File: src/logic/host_ctrl_map.svh
// Constants for the host bus control block: register offsets, fields, reset values, counts.
// Assumes a 32-bit classic Wishbone slave with byte addresses.
// Function
// - interrupt pin driven low while any status bit enabled in the mask is set, otherwise released.
// - local select asserted when qualifier low and A15-A4 equal programmed base.
// - local select is a pure combinational decode, no flop in its path.
// - asynchronous ready pulled low to stretch cycles, untimed to host clock.
// - strap low or floating selects synchronous bus operation.
// - strap high selects asynchronous or burst bus operation; code always takes asynchronous, as CTRL is at reset when the strap is caught.
// - synchronous ready low gives wait states in burst; falls for ready in VLBus.
// - address and qualifier captured on rising edge of address strobe.
// - synchronous direction input high means write, low means read.
`ifndef HOST_CTRL_MAP_SVH
`define HOST_CTRL_MAP_SVH
`define REG_BASE_OFF 8'h00
`define REG_CTRL_OFF 8'h04
`define REG_STATUS_OFF 8'h08
`define REG_MASK_OFF 8'h0c
`define REG_STATE_OFF 8'h10
`define BASE_RST 16'h0300
`define CTRL_RST 8'h20
`define MASK_RST 3'h0
`define CTRL_BURST_BIT 0
`define CTRL_LATCH_BIT 1
`define CTRL_WAIT_LSB 4
`define CTRL_WAIT_MSB 7
`define EV_RD_BIT 0
`define EV_WR_BIT 1
`define EV_LATCH_BIT 2
`endif

File: src/logic/host_ctrl_pkg.sv
// Types shared by the host bus control block.
// Assumes host pins are already synchronous to core_clk.
package host_ctrl_pkg;
    typedef enum logic [1:0] {
        MODE_SYNC = 2'b00,
        MODE_ASYNC = 2'b01,
        MODE_BURST = 2'b10
    } bus_mode_t;
    typedef enum logic [1:0] {
        ST_IDLE = 2'b00,
        ST_WAIT = 2'b01,
        ST_READY = 2'b10
    } acc_state_t;
    typedef struct packed {
        logic [15:1] addr;
        logic addr_qualifier_n;
        logic addr_strobe_n;
        logic read_strobe_n;
        logic command_phase_n;
        logic sync_write_not_read;
        logic host_ready_return_n;
        logic bus_mode_strap;
    } host_pins_t;
    typedef struct packed {
        logic irq_out_n;
        logic irq_out_oe;
        logic async_ready_out;
        logic async_ready_oe;
        logic sync_ready_out_n;
    } host_drive_t;
endpackage : host_ctrl_pkg

File: src/logic/host_bus_control_pins.sv
// Host bus control pins: address decode, cycle stretching, strap mode, interrupt pin,
// and a Wishbone register file. Assumes host pins are sampled synchronously on core_clk
// and that open-drain pins have external pull-ups; the bench resolves them from the enables.
//
// Added by the designer: the Wishbone register port and the placing of the registers.
`include "host_ctrl_map.svh"
`timescale 1ns/100ps
`default_nettype none
module host_bus_control_pins (
    input wire logic core_clk,
    input wire logic resetn,
    input wire logic wb_cyc_i,
    input wire logic wb_stb_i,
    input wire logic wb_we_i,
    input wire logic [7:0] wb_adr_i,
    input wire logic [3:0] wb_sel_i,
    input wire logic [31:0] wb_dat_i,
    output logic [31:0] wb_dat_o,
    output logic wb_ack_o,
    input wire host_ctrl_pkg::host_pins_t pins,
    output host_ctrl_pkg::host_drive_t drive,
    output logic local_select_out_n,
    output logic irq
);
    import host_ctrl_pkg::*;

    // a hit compares A15-A4 against the programmed base
    function automatic logic addr_hit(input logic [15:1] a, input logic qual_n, input logic [15:0] base);
        addr_hit = !qual_n && (a[15:4] == base[15:4]);
    endfunction : addr_hit

    logic [15:0] base_ff, nxt_base;
    logic [7:0] ctrl_ff, nxt_ctrl;
    logic [2:0] status_ff, nxt_status;
    logic [2:0] mask_ff, nxt_mask;
    logic [31:0] rdata_ff, nxt_rdata;
    logic ack_ff, nxt_ack;
    logic strap_taken_ff, nxt_strap_taken;
    bus_mode_t mode_ff, nxt_mode;
    logic [15:1] lat_addr_ff, nxt_lat_addr;
    logic lat_qual_n_ff, nxt_lat_qual_n;
    logic ads_prev_ff, nxt_ads_prev;
    acc_state_t state_ff, nxt_state;
    logic [3:0] cnt_ff, nxt_cnt;
    logic dir_wr_ff, nxt_dir_wr;
    host_drive_t drive_ff, nxt_drive;
    logic irq_ff, nxt_irq;

    logic bus_req;
    logic bus_wr;
    logic live_hit;
    logic use_hit;
    logic start;
    logic start_wr;
    logic done;
    logic [2:0] ev;
    logic [2:0] pend;

    assign bus_req = wb_cyc_i && wb_stb_i && !ack_ff;
    assign bus_wr = bus_req && wb_we_i;

    // decode straight from the pins, so the select has no clock latency
    assign live_hit = addr_hit(pins.addr, pins.addr_qualifier_n, base_ff);
    assign local_select_out_n = !live_hit;

    // accesses may decode on the latched copy when the host multiplexes its address
    assign use_hit = ctrl_ff[`CTRL_LATCH_BIT] ? addr_hit(lat_addr_ff, lat_qual_n_ff, base_ff) : live_hit;

    // access start and direction per bus mode
    always_comb begin
        start = 1'b0;
        start_wr = 1'b0;
        case (mode_ff)
            MODE_ASYNC: begin
                start = use_hit && !pins.read_strobe_n;
                start_wr = 1'b0;
            end
            MODE_BURST: begin
                start = use_hit && !pins.addr_strobe_n;
                start_wr = !pins.command_phase_n;
            end
            default: begin
                start = use_hit && !pins.command_phase_n;
                start_wr = pins.sync_write_not_read;
            end
        endcase
    end

    // strap caught on the first edge after reset release, then frozen
    always_comb begin
        nxt_strap_taken = 1'b1;
        nxt_mode = mode_ff;
        if (!strap_taken_ff) begin
            if (pins.bus_mode_strap) begin
                nxt_mode = ctrl_ff[`CTRL_BURST_BIT] ? MODE_BURST : MODE_ASYNC;
            end else begin
                nxt_mode = MODE_SYNC;
            end
        end
    end

    // address latch on rising edge of the address strobe
    always_comb begin
        nxt_ads_prev = pins.addr_strobe_n;
        nxt_lat_addr = lat_addr_ff;
        nxt_lat_qual_n = lat_qual_n_ff;
        if (pins.addr_strobe_n && !ads_prev_ff) begin
            nxt_lat_addr = pins.addr;
            nxt_lat_qual_n = pins.addr_qualifier_n;
        end
    end

    // access sequencer: stretch by the programmed wait count, then signal ready
    always_comb begin
        nxt_state = state_ff;
        nxt_cnt = cnt_ff;
        nxt_dir_wr = dir_wr_ff;
        done = 1'b0;
        case (state_ff)
            ST_IDLE: begin
                if (start) begin
                    nxt_state = ST_WAIT;
                    nxt_cnt = ctrl_ff[`CTRL_WAIT_MSB:`CTRL_WAIT_LSB];
                    nxt_dir_wr = start_wr;
                end
            end
            ST_WAIT: begin
                if (cnt_ff == 4'h0) begin
                    nxt_state = ST_READY;
                end else begin
                    nxt_cnt = cnt_ff - 4'h1;
                end
            end
            ST_READY: begin
                case (mode_ff)
                    MODE_ASYNC: done = pins.read_strobe_n;
                    MODE_BURST: done = pins.host_ready_return_n;
                    default: done = dir_wr_ff || !pins.host_ready_return_n;
                endcase
                if (done) begin
                    nxt_state = ST_IDLE;
                end
            end
            default: begin
                nxt_state = ST_IDLE;
            end
        endcase
    end

    // pin drive: all open-drain pins only ever pull low
    always_comb begin
        nxt_drive.irq_out_n = 1'b0;
        nxt_drive.irq_out_oe = |pend;
        nxt_drive.async_ready_out = 1'b0;
        nxt_drive.async_ready_oe = (mode_ff == MODE_ASYNC) && (nxt_state == ST_WAIT || (state_ff == ST_IDLE && start));
        case (mode_ff)
            MODE_BURST: nxt_drive.sync_ready_out_n = !(nxt_state == ST_WAIT);
            MODE_SYNC: nxt_drive.sync_ready_out_n = !(nxt_state == ST_READY);
            default: nxt_drive.sync_ready_out_n = 1'b1;
        endcase
        nxt_irq = |pend;
    end

    // events: completed read, completed write, latched address that decodes to us
    assign ev[`EV_RD_BIT] = done && (state_ff == ST_READY) && !dir_wr_ff;
    assign ev[`EV_WR_BIT] = done && (state_ff == ST_READY) && dir_wr_ff;
    assign ev[`EV_LATCH_BIT] = pins.addr_strobe_n && !ads_prev_ff && addr_hit(pins.addr, pins.addr_qualifier_n, base_ff);
    // status from next value keeps the pin in step with the sticky bits
    assign pend = nxt_status & mask_ff;

    // register file; a set in the clearing cycle survives the write-one-to-clear
    always_comb begin
        nxt_base = base_ff;
        nxt_ctrl = ctrl_ff;
        nxt_mask = mask_ff;
        nxt_status = status_ff | ev;
        nxt_ack = bus_req;
        nxt_rdata = 32'h0;
        if (bus_wr && wb_sel_i[0]) begin
            case (wb_adr_i)
                `REG_BASE_OFF: nxt_base[7:0] = wb_dat_i[7:0];
                `REG_CTRL_OFF: nxt_ctrl = wb_dat_i[7:0];
                `REG_STATUS_OFF: nxt_status = (status_ff & ~wb_dat_i[2:0]) | ev;
                `REG_MASK_OFF: nxt_mask = wb_dat_i[2:0];
                default: nxt_ctrl = ctrl_ff;
            endcase
        end
        if (bus_wr && wb_sel_i[1] && wb_adr_i == `REG_BASE_OFF) begin
            nxt_base[15:8] = wb_dat_i[15:8];
        end
        if (bus_req && !wb_we_i) begin
            case (wb_adr_i)
                `REG_BASE_OFF: nxt_rdata = {16'h0, base_ff};
                `REG_CTRL_OFF: nxt_rdata = {24'h0, ctrl_ff};
                `REG_STATUS_OFF: nxt_rdata = {29'h0, status_ff};
                `REG_MASK_OFF: nxt_rdata = {29'h0, mask_ff};
                `REG_STATE_OFF: nxt_rdata = {28'h0, state_ff, mode_ff};
                default: nxt_rdata = 32'h0;
            endcase
        end
    end

    // single register stage for everything
    always_ff @(posedge core_clk or negedge resetn) begin
        if (!resetn) begin
            base_ff <= `BASE_RST;
            ctrl_ff <= `CTRL_RST;
            status_ff <= 3'h0;
            mask_ff <= `MASK_RST;
            rdata_ff <= 32'h0;
            ack_ff <= 1'b0;
            strap_taken_ff <= 1'b0;
            mode_ff <= MODE_SYNC;
            lat_addr_ff <= 15'h0;
            lat_qual_n_ff <= 1'b1;
            ads_prev_ff <= 1'b1;
            state_ff <= ST_IDLE;
            cnt_ff <= 4'h0;
            dir_wr_ff <= 1'b0;
            drive_ff <= 5'b00001;
            irq_ff <= 1'b0;
        end else begin
            base_ff <= nxt_base;
            ctrl_ff <= nxt_ctrl;
            status_ff <= nxt_status;
            mask_ff <= nxt_mask;
            rdata_ff <= nxt_rdata;
            ack_ff <= nxt_ack;
            strap_taken_ff <= nxt_strap_taken;
            mode_ff <= nxt_mode;
            lat_addr_ff <= nxt_lat_addr;
            lat_qual_n_ff <= nxt_lat_qual_n;
            ads_prev_ff <= nxt_ads_prev;
            state_ff <= nxt_state;
            cnt_ff <= nxt_cnt;
            dir_wr_ff <= nxt_dir_wr;
            drive_ff <= nxt_drive;
            irq_ff <= nxt_irq;
        end
    end

    assign wb_dat_o = rdata_ff;
    assign wb_ack_o = ack_ff;
    assign drive = drive_ff;
    assign irq = irq_ff;
endmodule : host_bus_control_pins
`default_nettype wire

File: config.mk
export PLATFORM = sky130hd
export DESIGN_NAME = host_bus_control_pins
export DESIGN_NICKNAME = d
export VERILOG_FILES = /design/src/logic/host_ctrl_pkg.sv /design/src/logic/host_bus_control_pins.sv
export VERILOG_INCLUDE_DIRS = /design/src /design/src/logic
export SDC_FILE = /design/constraint.sdc
export NUM_CORES = 1
export LEC_CHECK = 0
export ABC_AREA = 1
export BUFFER_PORTS_ARGS = -buffer_cell sky130_fd_sc_hd__buf_2
export CAP_MARGIN = 20
export CORE_MARGIN = 2
export CORE_UTILIZATION = 56
export DETAILED_ROUTE_END_ITERATION = 16
export PLACE_DENSITY = 0.84
export SETUP_SLACK_MARGIN = 0.02
export SYNTH_ARGS = -nofsm -noshare
export SYNTH_HDL_FRONTEND = slang
export SYNTH_SLANG_ARGS = --single-unit
export TNS_END_PERCENT = 10
File: constraint.sdc
create_clock -name core_clk -period 2.3 [get_ports core_clk]
set_clock_uncertainty 0.1 [all_clocks]
set_input_delay 0.23 -clock core_clk [delete_from_list [all_inputs] [get_ports core_clk]]
set_output_delay 0.23 -clock core_clk [all_outputs]
set_load 0.01 [all_outputs]
==> results.md <==
* Drt first-iter violations at around 170
* CORE AREA at around 0.0067 mm^2
* GP Congestion at approximately 0.9
* Register bit total from synthesis at 74
* Number of H-tree levels at 3
* Fin crit share at between 80 and 90%
* Critical path arrival at 1740 ps
* PD cells at 593 mW/mm^2
* Layout cells sized above 1 at 22.7%
* Distinct cells, synth at 38
* Syn Area/Cell at 8.05 um^2
* Ys Warns at 0
* Die area at 0.00754 mm^2
* Worst VDD drop at about 310 uV
* PortBufs at 71
* Initial antenna violation count at 0
* CP required at about 2000 ps
* Tightest Pin Transition at just under 700 ps
* Seq/Total Area, Yosys at about half
* Pin count of the biggest net entering global routing at 28
* Slack of the critical path at about 230 ps
* Worst-skew pair later-pin latency at 350 ps
* Vias in the first global route at ~3200
* Synth area leaders: dfrtp_1, nand2_1, inv_1, dfstp_2, o21ai_0
* TritonCTS clock tree: done
* Congestion Overflow GR at 0
* Largest area contributor in the netlist: dfrtp_1
* Post_cts resized at 0
* Drt pass-1 iters at 4
* Rows at 30
* CP Launch Type: flip-flop
* Max Slew Vio Count at 0
* FMAX at between 400 and 500 MHz
* Outcome: finished, final reports clean
* # IOs at roughly 110
* Nets at between 600 and 700
* Starting density of the core at 57.2%
* Global-route usage over all layers at about a quarter
* Dpl hpwl at roughly 6.4 mm
* Area after DPL at between 0.004 and 0.005 mm^2
* Fin. Hold Viols at 0
* Die Y at 86.8 um
* Total CTS buffers at 9
* Root Driver: clkbuf_8
* EDFF count, synth at 0
* Min Tclk post-route at 2070 ps
* Setup crit end kind: primary output
* Area grow syn2layout at 15.5%
* Dominant synthesized flop cell: dfrtp_1
* Final Setup Violations at 0
* # diodes at 0
* Clk slew on worst S/H paths at 70 ps
* Final ANT Viol Nets at 0
* Static leakage at between 2 and 2.5 nW
* Cells after Synth at 477
* Die width at between 80 and 90 um
* Number of vias per cell at a little over 5
* Final Cell Area at roughly 0.0044 mm^2
* # Max-Cap Violations at 0
* Num Clock Sinks at 74
* Synth top cells by count: nand2_1, dfrtp_1, inv_1, nor2_1, o21ai_0
* Residual DRC at 0
* Post-Synthesis Cell Area at between 0.003 and 0.004 mm^2
* Post-Place Setup Slack at ~360 ps
* Share of the synthesized area in the top cell type at between 40 and 50%
* Kind of critical path: reg2out
* Setup TNS at 0 ps
* First-pass GRT wire length at roughly 14 mm
* Count leader, synth: nand2_1
* RSZ-0062 raised after global routing: no
* Total wire length at around 8.4 mm
* Routed vias at around 3300
* Avg WL per Cell at approximately 13 um
* Critical Path Fanout Max at 3
* Async SR Flop Fraction at 100%
* Slew headroom at between 50% and 60%
* Hold WC Path Type: in2reg
* Clock Path Buffers at 2
## kinds of logic (layout without fill, tap and decap cells)
logic type | Yosys count | count (layout) | share of synthesized area, %
xor gates and xnor gates | 4 | 4 | 0.912
AOI/OAI and AO/OA | 69 | 69 | 10.9
DFF | 74 | 74 | 48.4
other | 2 | 19 | 0.196
muxes | 2 | 2 | 0.586
and+or+nand+nor | 229 | 229 | 25.9
buffers and inverters | 93 | 159 | 11.8
adders and majority gates | 4 | 4 | 1.30
## registers in the layout (all words and copies together) (netlist names)
signal          count
base_ff            16
wb_dat_o           16
lat_addr_ff        12
ctrl_ff             8
cnt_ff              4
mask_ff             3
status_ff           3
drive               2
mode_ff             2
state_ff            2
ads_prev_ff         1
dir_wr_ff           1
irq                 1
lat_qual_n_ff       1
strap_taken_ff      1
wb_ack_o            1
## metrics by stage
stage	util (%)	total power [mW]	std cells	hold slack, ps
after detailed placement	62.8	1.65	624	196
final	66.0	2.63	640	20.7
after CTS	66.0	2.64	640	19.6
after floorplan	-	1.55	494	-166
after global routing	66.0	2.75	640	18.6
after global placement	62.8	1.64	624	195
## critical path: stages (launching register included)
cell and delay [ps]:
dfstp_2 560, inv_1 70, nand2_1 70, nand2_1 50
nor2_1 90, nand2_1 90, nor2_1 150, nand2_1 140
buf_2 170
## cells in the final DEF (no fill, tap or decap), types with 2 or more instances in the layout
cell type,netlist,final
and3_1,2,2
nor2_2,4,4
conb_1,2,19
dfrtp_1,68,68
o31ai_1,2,2
o21ai_1,10,10
nor3_1,8,8
nand2_1,146,146
o21ai_2,8,8
o21ai_0,30,30
inv_1,65,65
buf_4,19,3
dfstp_2,6,6
a21oi_1,8,8
xnor2_1,4,4
mux2_2,2,2
nor2_1,35,35
clkbuf_8,0,11
ha_1,4,4
buf_2,1,71
dlygate4sd3_1,0,2
nand2_4,2,2
a21oi_2,8,8
nand3_1,23,23
buf_12,0,2
## final cells by class
class                      count  area (um^2)
clock buffer                  12          155
clock inverter                 2         37.5
fill                         571         2280
inverter                      67          251
multi-input combinational    327         1590
sequential                    74         1860
tap                           80          100
timing repair buffer          78          438
## per-layer routing
| layer | wire length [um] | vias to the layer above | global-route usage, % |
|---|---|---|---|
| met2 | 4300 | 111 | 43.1 |
| li1 | - | 1610 | - |
| met3 | 403 | 12 | 4.29 |
| met5 | 0 | - | 0 |
| met4 | 129 | 0 | 10.1 |
| met1 | 3540 | 1531 | 28.7 |
## path summary, 6_finish.rpt
path,from,end,slack [ps],cells after the start
min in group asynchronous,resetn,base_ff[14],350,2
max in group asynchronous,resetn,ctrl_ff[5],1090,3
min reg2reg,lat_addr_ff[10],lat_addr_ff[10],390,2
max,base_ff[9],local_select_out_n,230,8
min,wb_dat_i[13],base_ff[13],20,3
max reg2reg,base_ff[9],cnt_ff[1],380,12
## power by group
group          switching, mW  internal, mW  leakage, nW
logic                  0.157        0.0981         1.37
registers             0.0290          1.35        0.956
clock network          0.452         0.549       0.0946
## repair_timing
item | CTS | global route
endpoints found under the hold margin | 24 | 0
setup buffers | 0 | 0
hold buffers | 2 | 0
(Power assumes the default switching activity.)
